### src/logic/sio_pkg.sv
package sio_pkg;

    // Configuration select indices
    localparam logic [7:0] IDX_SERIAL_POWER = 8'h02;
    localparam logic [7:0] IDX_PIN_FLOPPY = 8'h03;
    localparam logic [7:0] IDX_PARALLEL_EXT = 8'h04;
    localparam logic [7:0] IDX_RESET = 8'h00;

    // Power-up values
    localparam logic [7:0] SERIAL_POWER_RESET = 8'h88;
    // Printed as a 12-bit figure; the byte kept is its upper eight bits
    localparam logic [11:0] PIN_FLOPPY_PRINTED = 12'h780;
    localparam logic [7:0] PIN_FLOPPY_RESET = PIN_FLOPPY_PRINTED[11:4];
    localparam logic [7:0] PARALLEL_EXT_RESET = 8'h00;

    // Implemented bits; all others read as zero
    localparam logic [7:0] SERIAL_POWER_MASK = 8'h88;
    localparam logic [7:0] PIN_FLOPPY_MASK = 8'hF7;
    localparam logic [7:0] PARALLEL_EXT_MASK = 8'h7F;
    localparam logic [7:0] READ_UNMAPPED = 8'h00;

    // Field positions
    localparam int PWR_PRI_BIT = 3;
    localparam int PWR_SEC_BIT = 7;
    localparam int PF_GAME_BIT = 0;
    localparam int PF_ENH_BIT = 1;
    localparam int PF_PIN_LO_BIT = 2;
    localparam int PF_DEN_BIT = 4;
    localparam int PF_IF_LO_BIT = 5;
    localparam int PF_IF_HI_BIT = 6;
    localparam int PF_PIN_HI_BIT = 7;
    localparam int PX_MODE_LO_BIT = 0;
    localparam int PX_MODE_HI_BIT = 1;
    localparam int PX_RAW_LO_BIT = 2;
    localparam int PX_RAW_HI_BIT = 6;

    // Lowest base address that keeps host decoding alive
    localparam int DECODE_MIN_BASE = 256;

    typedef enum logic [1:0] {
        FDC_IF_AT = 2'b11,
        FDC_IF_RESERVED = 2'b10,
        FDC_IF_COMPAT2 = 2'b01,
        FDC_IF_COMPAT3 = 2'b00
    } sio_fdc_if_t;

    typedef enum logic [2:0] {
        PIN_THIRD_DRIVE = 3'b001,
        PIN_ADDR_OUT = 3'b010,
        PIN_IRQ_OUT = 3'b100
    } sio_pin_fn_t;

    typedef enum logic [2:0] {
        PAR_STD_BIDIR = 3'b000,
        PAR_EPP_STD = 3'b001,
        PAR_ECP = 3'b010,
        PAR_ECP_EPP = 3'b011,
        PAR_PRINTER = 3'b100
    } sio_par_mode_t;

    function automatic logic sio_hit(input logic [7:0] sel, input logic [7:0] idx);
        sio_hit = (sel == idx);
    endfunction : sio_hit

endpackage : sio_pkg

### src/logic/sio_cfg_if.sv
`timescale 1ns/100ps
interface sio_cfg_if;
    logic [7:0] sel;
    logic sel_valid;
    logic wr_serial_power;
    logic wr_pin_floppy;
    logic wr_parallel_ext;
    logic [7:0] wdata;

    modport src (
        output sel, sel_valid, wr_serial_power, wr_pin_floppy, wr_parallel_ext, wdata
    );
    modport dst (
        input sel, sel_valid, wr_serial_power, wr_pin_floppy, wr_parallel_ext, wdata
    );
endinterface : sio_cfg_if

### src/logic/sio_index_decode.sv
`timescale 1ns/100ps
module sio_index_decode
    import sio_pkg::*;
(
    // Clock and reset
    input wire logic clk,
    input wire logic rst,
    // Host port
    input wire logic config_mode,
    input wire logic index_wr,
    input wire logic data_wr,
    input wire logic [7:0] wdata,
    // Toward the register bank
    sio_cfg_if.src cfg
);

    logic [7:0] config_index_select_reg;
    logic index_valid_reg;

    // Index port only answers in configuration mode
    always_ff @(posedge clk or posedge rst) begin
        if (rst) begin
            config_index_select_reg <= IDX_RESET;
        end else if (config_mode && index_wr) begin
            config_index_select_reg <= wdata;
        end
    end

    // Leaving configuration mode forgets the index, so it must be set again
    always_ff @(posedge clk or posedge rst) begin
        if (rst) begin
            index_valid_reg <= 1'b0;
        end else if (!config_mode) begin
            index_valid_reg <= 1'b0;
        end else if (index_wr) begin
            index_valid_reg <= 1'b1;
        end
    end

    logic data_ok;
    assign data_ok = config_mode && index_valid_reg && data_wr && !index_wr;

    assign cfg.sel = config_index_select_reg;
    assign cfg.sel_valid = config_mode && index_valid_reg;
    assign cfg.wdata = wdata;
    assign cfg.wr_serial_power = data_ok && sio_hit(config_index_select_reg, IDX_SERIAL_POWER);
    assign cfg.wr_pin_floppy = data_ok && sio_hit(config_index_select_reg, IDX_PIN_FLOPPY);
    assign cfg.wr_parallel_ext = data_ok && sio_hit(config_index_select_reg, IDX_PARALLEL_EXT);

endmodule : sio_index_decode

### src/logic/sio_setup_regs.sv
`timescale 1ns/100ps
// Operation
// Reserved bits read zero, writes ignored
// Index-2 bit 3 powers primary serial port
// Index-2 bit 7 powers secondary serial port
// Power-down keeps address decode registers active
// Decoding off only when base below 100h
// Powered-down valid-base device joins range checks
// Index-3 reached only after selecting 03H
// Index-3 loads its power-up default
// Index-3 bit 1 picks enhanced floppy mode
// Index-3 bit 4 forces density output high
// Index-3 bits 6:5 pick interface mode
// Index-3 bits 7,2 pick shared pin function
// Index-4 reached after selecting 04H, default 00H
// Index-4 bits 1:0 pick parallel mode
// Index port selects register behind data port
// Index-one bit 3 high means printer mode
// Registers load at power-up only
// Unselected or out-of-mode writes change nothing
module sio_setup_regs
    import sio_pkg::*;
#(
    parameter int ADDR_W = 16
) (
    // Clock and power-up reset
    input wire logic clk,
    input wire logic rst,
    // Host configuration port
    input wire logic config_mode,
    input wire logic index_wr,
    input wire logic data_wr,
    input wire logic data_rd,
    input wire logic [7:0] wdata,
    output logic [7:0] rdata,
    output logic rdata_valid,
    // Serial port bases and controls
    input wire logic [ADDR_W-1:0] primary_base_addr,
    input wire logic [ADDR_W-1:0] secondary_base_addr,
    output logic primary_serial_enable,
    output logic secondary_serial_enable,
    output logic primary_pins_enable,
    output logic secondary_pins_enable,
    output logic primary_decode_enable,
    output logic secondary_decode_enable,
    output logic primary_range_check,
    output logic secondary_range_check,
    // Floppy controls
    input wire logic drive_density_in,
    output logic enhanced_floppy_mode2,
    output sio_fdc_if_t fdc_interface_mode,
    output logic drive_density_out_one,
    output logic game_port_select_mode,
    // Shared pin
    input wire logic address_decode_in,
    input wire logic irq_in,
    input wire logic shared_pin_in,
    output logic shared_pin_out,
    output logic shared_pin_oe,
    output sio_pin_fn_t shared_pin_function,
    output logic third_drive_present,
    // Parallel port
    input wire logic index_one_printer_mode,
    output sio_par_mode_t parallel_port_mode,
    output logic [4:0] parallel_ext_raw
);

    sio_cfg_if cfg ();

    sio_index_decode u_decode (
        .clk(clk),
        .rst(rst),
        .config_mode(config_mode),
        .index_wr(index_wr),
        .data_wr(data_wr),
        .wdata(wdata),
        .cfg(cfg)
    );

    logic [7:0] serial_port_power_control_reg;
    logic [7:0] pin_and_floppy_mode_setup_reg;
    logic [7:0] parallel_serial_extended_setup_reg;
    logic [7:0] rdata_reg;
    logic rdata_valid_reg;

    // Only the power-up reset touches these; a later host reset leaves them alone
    always_ff @(posedge clk or posedge rst) begin
        if (rst) begin
            serial_port_power_control_reg <= SERIAL_POWER_RESET & SERIAL_POWER_MASK;
        end else if (cfg.wr_serial_power) begin
            serial_port_power_control_reg <= cfg.wdata & SERIAL_POWER_MASK;
        end
    end

    always_ff @(posedge clk or posedge rst) begin
        if (rst) begin
            pin_and_floppy_mode_setup_reg <= PIN_FLOPPY_RESET & PIN_FLOPPY_MASK;
        end else if (cfg.wr_pin_floppy) begin
            pin_and_floppy_mode_setup_reg <= cfg.wdata & PIN_FLOPPY_MASK;
        end
    end

    always_ff @(posedge clk or posedge rst) begin
        if (rst) begin
            parallel_serial_extended_setup_reg <= PARALLEL_EXT_RESET & PARALLEL_EXT_MASK;
        end else if (cfg.wr_parallel_ext) begin
            parallel_serial_extended_setup_reg <= cfg.wdata & PARALLEL_EXT_MASK;
        end
    end

    // Read path: registered, one cycle after the strobe
    logic [7:0] rdata_next;
    always_comb begin
        rdata_next = READ_UNMAPPED;
        if (cfg.sel_valid) begin
            case (cfg.sel)
                IDX_SERIAL_POWER: rdata_next = serial_port_power_control_reg;
                IDX_PIN_FLOPPY: rdata_next = pin_and_floppy_mode_setup_reg;
                IDX_PARALLEL_EXT: rdata_next = parallel_serial_extended_setup_reg;
                default: rdata_next = READ_UNMAPPED;
            endcase
        end
    end

    always_ff @(posedge clk or posedge rst) begin
        if (rst) begin
            rdata_reg <= 8'h00;
        end else if (data_rd && config_mode) begin
            rdata_reg <= rdata_next;
        end
    end

    always_ff @(posedge clk or posedge rst) begin
        if (rst) begin
            rdata_valid_reg <= 1'b0;
        end else begin
            rdata_valid_reg <= data_rd && config_mode;
        end
    end

    assign rdata = rdata_reg;
    assign rdata_valid = rdata_valid_reg;

    // Serial power and decode, same logic for both ports
    logic [1:0] power_bit;
    logic [1:0] decode_on;
    logic [1:0] pins_on;
    logic [ADDR_W-1:0] base_addr [0:1];

    assign power_bit[0] = serial_port_power_control_reg[PWR_PRI_BIT];
    assign power_bit[1] = serial_port_power_control_reg[PWR_SEC_BIT];
    assign base_addr[0] = primary_base_addr;
    assign base_addr[1] = secondary_base_addr;

    genvar gi;
    generate
        for (gi = 0; gi < 2; gi++) begin : g_serial
            // Decode is tied to the base, never to the power bit
            assign decode_on[gi] = (base_addr[gi] >= ADDR_W'(DECODE_MIN_BASE));
            assign pins_on[gi] = power_bit[gi];
        end
    endgenerate

    assign primary_serial_enable = power_bit[0];
    assign secondary_serial_enable = power_bit[1];
    assign primary_pins_enable = pins_on[0];
    assign secondary_pins_enable = pins_on[1];
    assign primary_decode_enable = decode_on[0];
    assign secondary_decode_enable = decode_on[1];
    // A sleeping port still claims its range in conflict checks
    assign primary_range_check = decode_on[0];
    assign secondary_range_check = decode_on[1];

    // Floppy controls
    assign enhanced_floppy_mode2 = pin_and_floppy_mode_setup_reg[PF_ENH_BIT];
    assign game_port_select_mode = pin_and_floppy_mode_setup_reg[PF_GAME_BIT];

    always_comb begin
        case ({pin_and_floppy_mode_setup_reg[PF_IF_HI_BIT], pin_and_floppy_mode_setup_reg[PF_IF_LO_BIT]})
            2'b11: fdc_interface_mode = FDC_IF_AT;
            2'b10: fdc_interface_mode = FDC_IF_RESERVED;
            2'b01: fdc_interface_mode = FDC_IF_COMPAT2;
            2'b00: fdc_interface_mode = FDC_IF_COMPAT3;
            default: fdc_interface_mode = FDC_IF_AT;
        endcase
    end

    assign drive_density_out_one = pin_and_floppy_mode_setup_reg[PF_DEN_BIT] | drive_density_in;

    // Shared pin: input unless bit 7 hands it to an output source
    always_comb begin
        case ({pin_and_floppy_mode_setup_reg[PF_PIN_HI_BIT], pin_and_floppy_mode_setup_reg[PF_PIN_LO_BIT]})
            2'b10: shared_pin_function = PIN_ADDR_OUT;
            2'b11: shared_pin_function = PIN_IRQ_OUT;
            default: shared_pin_function = PIN_THIRD_DRIVE;
        endcase
    end

    always_comb begin
        case (shared_pin_function)
            PIN_ADDR_OUT: begin
                shared_pin_out = address_decode_in;
                shared_pin_oe = 1'b1;
            end
            PIN_IRQ_OUT: begin
                shared_pin_out = irq_in;
                shared_pin_oe = 1'b1;
            end
            default: begin
                shared_pin_out = 1'b0;
                shared_pin_oe = 1'b0;
            end
        endcase
    end

    // Sensed pin is masked while it is driven, to avoid reading our own output
    assign third_drive_present = (shared_pin_function == PIN_THIRD_DRIVE) & shared_pin_in;

    // Parallel port mode; printer mode overrides the extended bits
    always_comb begin
        if (index_one_printer_mode) begin
            parallel_port_mode = PAR_PRINTER;
        end else begin
            case (parallel_serial_extended_setup_reg[PX_MODE_HI_BIT:PX_MODE_LO_BIT])
                2'b00: parallel_port_mode = PAR_STD_BIDIR;
                2'b01: parallel_port_mode = PAR_EPP_STD;
                2'b10: parallel_port_mode = PAR_ECP;
                2'b11: parallel_port_mode = PAR_ECP_EPP;
                default: parallel_port_mode = PAR_STD_BIDIR;
            endcase
        end
    end

    assign parallel_ext_raw = parallel_serial_extended_setup_reg[PX_RAW_HI_BIT:PX_RAW_LO_BIT];

endmodule : sio_setup_regs

### config.mk
export PLATFORM = sky130hd
export DESIGN_NAME = sio_setup_regs
export DESIGN_NICKNAME = d
export VERILOG_FILES = /design/src/logic/sio_pkg.sv /design/src/logic/sio_cfg_if.sv /design/src/logic/sio_index_decode.sv /design/src/logic/sio_setup_regs.sv
export SDC_FILE = /design/constraint.sdc
export NUM_CORES = 1
export LEC_CHECK = 0
export BUFFER_PORTS_ARGS = -buffer_cell sky130_fd_sc_hd__clkbuf_2
export CAP_MARGIN = 20
export CORE_MARGIN = 10
export CORE_UTILIZATION = 44
export DETAILED_ROUTE_END_ITERATION = 7
export PLACE_DENSITY = 0.87
export SYNTH_ARGS = -nofsm -noshare
export SYNTH_HDL_FRONTEND = slang
export SYNTH_SLANG_ARGS = --single-unit
### constraint.sdc
create_clock -name clk -period 2.4 [get_ports clk]
set_clock_uncertainty 0.2 [all_clocks]
set_input_delay 0.36 -clock clk [delete_from_list [all_inputs] [get_ports clk]]
set_output_delay 0.36 -clock clk [all_outputs]
set_load 0.01 [all_outputs]
Word-level counts from Yosys, hierarchy flattened. Index checks and enable logic that the tools add are counted.

Output and inout port bits: 36. Word-level logic and storage cells: 48. Register bits after elaboration: 34.

Magnitude comparators: 2. Equality and inequality tests: 15. Reduce and logical (&&, ||, !) cells: 12. Muxes and demuxes: 10. Bitwise gates (word level): 2.

Operators with widths (number): greater-or-equal comparator 16 x 9 -> 1 bit (second input constant) (2); case mux 8 bit (3 select lines) (1); equality test 8 x 2 -> 1 bit (second input constant) (2); equality test 2 bit (second input constant) (6); case mux 3 bit (4 select lines) (1); equality test 8 x 3 -> 1 bit (second input constant) (1); logical AND 1 bit (8); two-way mux 8 bit (1); case mux 2 bit (4 select lines) (1); case mux 3 bit (2 select lines) (1); equality test 2 x 1 -> 1 bit (second input constant) (2); zero test 2 bit (2); equality test 3 x 1 -> 1 bit (second input constant) (1); equality test 3 x 2 -> 1 bit (second input constant) (1); equality test 3 bit (second input constant) (1); two-way mux 1 bit (3); two-way mux 3 bit (1); inequality test 2 x 1 -> 1 bit (second input constant) (1); case mux 1 bit (2 select lines) (1); OR reduction 2 bit (1); bitwise AND 1 bit (1); zero test 1 bit (1); OR 1 bit (1).

Longest topological paths before layout.
Depth after elaboration: 5. Mapped depth: 4. Gate-level depth less buffers: 3.

Modules after synthesis. A second synthesis with hierarchy kept.

Cells, all modules: 147. Area total of the unflattened synthesis: 1726.7 sq um.

By module, submodules not included: sio_setup_regs (cells an instance 109, instances 1, area each 1263.7 sq um); sio_index_decode (cells an instance 38, instances 1, area each 462.9 sq um).

Least setup slack after synthesis. Ideal clock, no wire load.

Path type: flip-flop to flip-flop. Start point: reg u_decode.config_index_select_reg[3], in the netlist u_decode.cfg.sel[3]. End point: reg parallel_serial_extended_setup_reg[0]. Path buffers: 0. Slack: 0.371 ns. Period minus slack after synthesis: 2.029 ns. Stages on the path, launching flop included: 4. Data arrival time: 1.704 ns. Cells stage by stage: dfrtp_1 or4_4 nor4_4 mux2_2.

Word-level cells in the longest chain between the ends: 2.

Ends and longest elaborated chain: start, declared (line sio_index_decode.sv:17) `logic [7:0] config_index_select_reg;`; start signal, assigned (line sio_index_decode.sv:25) `config_index_select_reg <= wdata;`; equality test 8 x 3 -> 1 bit (line sio_pkg.sv:62) `sio_hit = (sel == idx);`; logical AND 1 bit (line sio_index_decode.sv:48) `assign cfg.wr_parallel_ext = data_ok && sio_hit(config_index_select_reg, IDX_PARALLEL_EXT);`; end signal, assigned (line sio_setup_regs.sv:105) `parallel_serial_extended_setup_reg <= PARALLEL_EXT_RESET & PARALLEL_EXT_MASK;`; end signal, assigned (line sio_setup_regs.sv:107) `parallel_serial_extended_setup_reg <= cfg.wdata & PARALLEL_EXT_MASK;`; end, declared (line sio_setup_regs.sv:82) `logic [7:0] parallel_serial_extended_setup_reg;`.

No other way between the ends. A chain may end at the register's enable or synchronous reset.

Worst setup path in the final report.
Start point: reg u_decode.config_index_select_reg[3], in the netlist u_decode.cfg.sel[3]. End point: reg serial_port_power_control_reg[3].

Word-level cells in the longest chain between the ends: 2.

Ends and longest elaborated chain: equality test 8 x 2 -> 1 bit (line sio_pkg.sv:62); logical AND 1 bit (line sio_index_decode.sv:46) `assign cfg.wr_serial_power = data_ok && sio_hit(config_index_select_reg, IDX_SERIAL_POWER);`; end signal, assigned (line sio_setup_regs.sv:89) `serial_port_power_control_reg <= SERIAL_POWER_RESET & SERIAL_POWER_MASK;`; end signal, assigned (line sio_setup_regs.sv:91) `serial_port_power_control_reg <= cfg.wdata & SERIAL_POWER_MASK;`; end, declared (line sio_setup_regs.sv:80) `logic [7:0] serial_port_power_control_reg;`.

No other way between the ends.

==> impl_metrics.prom <==
# TYPE chip_impl_metric gauge
chip_impl_info{name="status",value="finished clean"} 1
chip_impl_metric{name="total_routed_wirelength",unit="µm"} 4180
chip_impl_metric{name="drtIter0Drc",unit=""} 82
chip_impl_metric{name="synth_enable_flop_cells",unit=""} 0
chip_impl_metric{name="r2r_cells",unit=""} 3
chip_impl_info{name="synthFlopType",value="dfrtp_1"} 1
chip_impl_metric{name="die_area",unit="µm²"} 6550
chip_impl_metric{name="grt_antenna_before_repair",unit=""} 0
chip_impl_metric{name="hold_viol_final",unit=""} 0
chip_impl_metric{name="postCtsResizedCells",unit=""} 0
chip_impl_metric{name="syn-num-nets",unit=""} 185
chip_impl_metric{name="met2_wirelength",unit="µm"} 2290
chip_impl_metric{name="fmax",unit="GHz"} 0.458
chip_impl_metric{name="power.density",unit="nW/µm²"} 561
chip_impl_info{name="cp-end-kind",value="flop"} 1
chip_impl_metric{name="routed-via-count",unit=""} 1280
chip_impl_metric{name="drc",unit=""} 0
chip_impl_metric{name="yosys_register_bits",unit=""} 34
chip_impl_metric{name="required_time_reported_for_the_critical_path_endpoint",unit="ns"} 2.41
chip_impl_metric{name="synth_seq_area_share",unit="%"} 52.5
chip_impl_metric{name="insertion_delay_to_the_later_sink_of_the_worst_skew_pair",unit="ns"} 0.29
chip_impl_metric{name="gp_congestion",unit=""} 0.759
chip_impl_metric{name="critPathMaxStageDelay",unit="ns"} 0.59
chip_impl_metric{name="antenna_left",unit=""} 0
chip_impl_metric{name="wl_per_cell",unit="µm"} 16.6
chip_impl_metric{name="netlist_instances",unit=""} 134
chip_impl_metric{name="cts-root-to-sink-buffers",unit=""} 2
chip_impl_metric{name="grt_start_max_net_pins",unit=""} 35
chip_impl_metric{name="syn_area",unit="µm²"} 1630
chip_impl_metric{name="rows",unit=""} 22
chip_impl_metric{name="die_width",unit="µm"} 80.9
chip_impl_metric{name="area_delta_synth_final",unit="%"} 27.6
chip_impl_metric{name="cts-buffers-inserted",unit=""} 5
chip_impl_info{name="top_layer_used",value="met4"} 1
chip_impl_info{name="critical_path.cell_chain",value="or4_4 -> nor4_1 -> mux2_2"} 1
chip_impl_metric{name="timing.final.ws_setup",unit="ns"} 0.219
chip_impl_info{name="clockRootBuffer",value="clkbuf_8"} 1
chip_impl_metric{name="power.static_leakage",unit="nW"} 1.04
chip_impl_metric{name="ir_worst_vdd",unit="mV"} 0.201
chip_impl_metric{name="io_buffer_count",unit=""} 70
chip_impl_metric{name="initial_utilization",unit="%"} 45.0
chip_impl_info{name="cts_tree",value="done"} 1
chip_impl_metric{name="hpwl",unit="µm"} 3370
chip_impl_metric{name="layout_min_cycle_time",unit="ns"} 2.18
chip_impl_metric{name="die-height",unit="µm"} 80.9
chip_impl_metric{name="max_slew_violations",unit=""} 0
chip_impl_metric{name="design.portCount",unit=""} 87
chip_impl_metric{name="maxSlewHeadroom",unit="%"} 64.3
chip_impl_metric{name="grt_overflow_total",unit=""} 0
chip_impl_metric{name="path_max_fanout",unit=""} 3
chip_impl_metric{name="global_route.usage.total",unit="%"} 13.2
chip_impl_metric{name="ys_async_sr_fraction",unit="%"} 100
chip_impl_metric{name="pre_cts_slack",unit="ns"} 0.206
chip_impl_metric{name="cts_htree_levels",unit=""} 2
chip_impl_info{name="crit_type",value="reg2reg"} 1
chip_impl_info{name="mostFrequentLayoutCells",value="clkbuf_2 (70), dfrtp_1 (29), mux2_2 (25)"} 1
chip_impl_info{name="rsz_0062_raised_after_global_routing",value="no"} 1
chip_impl_metric{name="layout-drive-gt1-share",unit="%"} 56.9
chip_impl_metric{name="floorplan.core_area",unit="µm²"} 3630
chip_impl_metric{name="routedLengthMet1",unit="µm"} 1530
chip_impl_metric{name="cts_post_setup_buffers_inserted",unit=""} 0
chip_impl_metric{name="drt-vias-per-instance",unit=""} 5.08
chip_impl_metric{name="drt_pass1_iterations",unit=""} 4
chip_impl_metric{name="hold-path-cell-count",unit=""} 2
chip_impl_metric{name="totalNegativeSetupSlack",unit="ns"} 0
chip_impl_metric{name="clkSlewWorstSetupHoldPaths",unit="ns"} 0.06
chip_impl_info{name="worst_setup_path_start_kind",value="flop"} 1
chip_impl_metric{name="min_period_over_period",unit="%"} 90.9
chip_impl_metric{name="avgSynthCellArea",unit="µm²"} 12.2
chip_impl_metric{name="data_arrival_at_the_endpoint_of_the_critical_path",unit="ns"} 2.19
chip_impl_metric{name="cts_num_sinks",unit=""} 34
chip_impl_metric{name="nets",unit=""} 254
chip_impl_metric{name="tightest_slew",unit="ns"} 0.530
chip_impl_metric{name="first_global_vias",unit=""} 1333
chip_impl_metric{name="met3WireLength",unit="µm"} 243
chip_impl_info{name="hold_path_class",value="in2reg"} 1
chip_impl_info{name="most_frequent_standard_cell_in_the_layout_excluding_fill_and_tap_cells",value="clkbuf_2"} 1
chip_impl_metric{name="grt_pass1_wl",unit="µm"} 6590
chip_impl_metric{name="diodes",unit=""} 0
chip_impl_info{name="cell_with_the_largest_stage_delay_on_the_worst_path",value="or4_4"} 1
chip_impl_metric{name="yosysWarnings",unit=""} 0
chip_impl_metric{name="max_cap_viol_count",unit=""} 0
chip_impl_metric{name="report.final.setup_viol",unit=""} 0
chip_impl_metric{name="post_synth_num_cell_types",unit=""} 29
cells by family (layout without fill, tap and decap cells):
logic type / count (synthesis) / count (layout) / synth area share, %
buffers and inverters: 18 / 88 / 6.43
AO/OA/AOI/OAI: 17 / 17 / 7.58
AND/OR/NAND/NOR: 39 / 39 / 15.7
multiplexers: 26 / 26 / 17.8
flip-flops: 34 / 34 / 52.5
layout make-up:
cell class	count	area, µm²
multi-input combinational	82	672
tap	48	60.1
timing repair buffer	77	405
clock buffer	8	80.1
sequential	34	857
fill	336	1550
inverter	3	11.3
cells in the mapped netlist (all sizes together) (2+ instances only):
library cell	number	area [µm²]
mux2	25	282
or3b	2	17.5
a22oi	6	45.0
nor2b	5	31.3
nand2	13	48.8
clkbuf	5	18.8
and3b	2	17.5
nor4	8	80.1
nor2	2	7.51
buf	10	75.1
inv	3	11.3
dfstp	5	131
o31ai	6	45.0
dfrtp	29	726
where the power goes:
group | total [mW] | switching (mW) | internal, mW
logic | 0.134 | 0.0660 | 0.0678
clock network | 0.401 | 0.195 | 0.206
registers | 0.636 | 0.0351 | 0.601
total | 1.17 | 0.296 | 0.874
repair_timing:
item	4_1_cts	5_1_grt
hold buffers	1	0
endpoints found under the hold margin	29	0
setup endpoints to repair	0	0
per-stage QoR:
step / utilization, % / power [mW] / instances / instance area (µm²) / hold slack [ns]
finish: 57.4 / 1.17 / 252 / 2090 / 0.111
global route: 57.4 / 1.22 / 252 / 2090 / 0.125
CTS: 57.4 / 1.19 / 252 / 2090 / 0.103
detailed placement: 54.9 / 0.780 / 243 / 2000 / 0.253
global placement: 54.9 / 0.772 / 243 / 2000 / 0.249
floorplan: - / 0.716 / 134 / 1630 / 0.277
final timing paths:
path	to	slack [ns]	start
worst min-delay path	u_decode.index_valid_reg	0.11	index_wr
worst min register to register	rdata[0]	0.28	rdata[0]
worst max-delay path	serial_port_power_control_reg[3]	0.22	u_decode.cfg.sel[3]
max in group asynchronous	pin_and_floppy_mode_setup_reg[6]	1.18	rst
min in group asynchronous	u_decode.cfg.sel[0]	0.49	rst
worst max register to register	serial_port_power_control_reg[3]	0.22	u_decode.cfg.sel[3]
per-layer routing:
layer	vias up	GRT usage, %
li1	612	-
met1	633	14.6
met4	0	8.82
met3	9	3.75
met5	-	0
met2	26	21.7
critical path: cells and delay by family (launching register included):
kind             cells  cell delay (ns)
DFF                  1             0.40
muxes                1             0.40
and+or+nand+nor      2             1.11
Note: power is estimated with default switching activity, not from simulation.
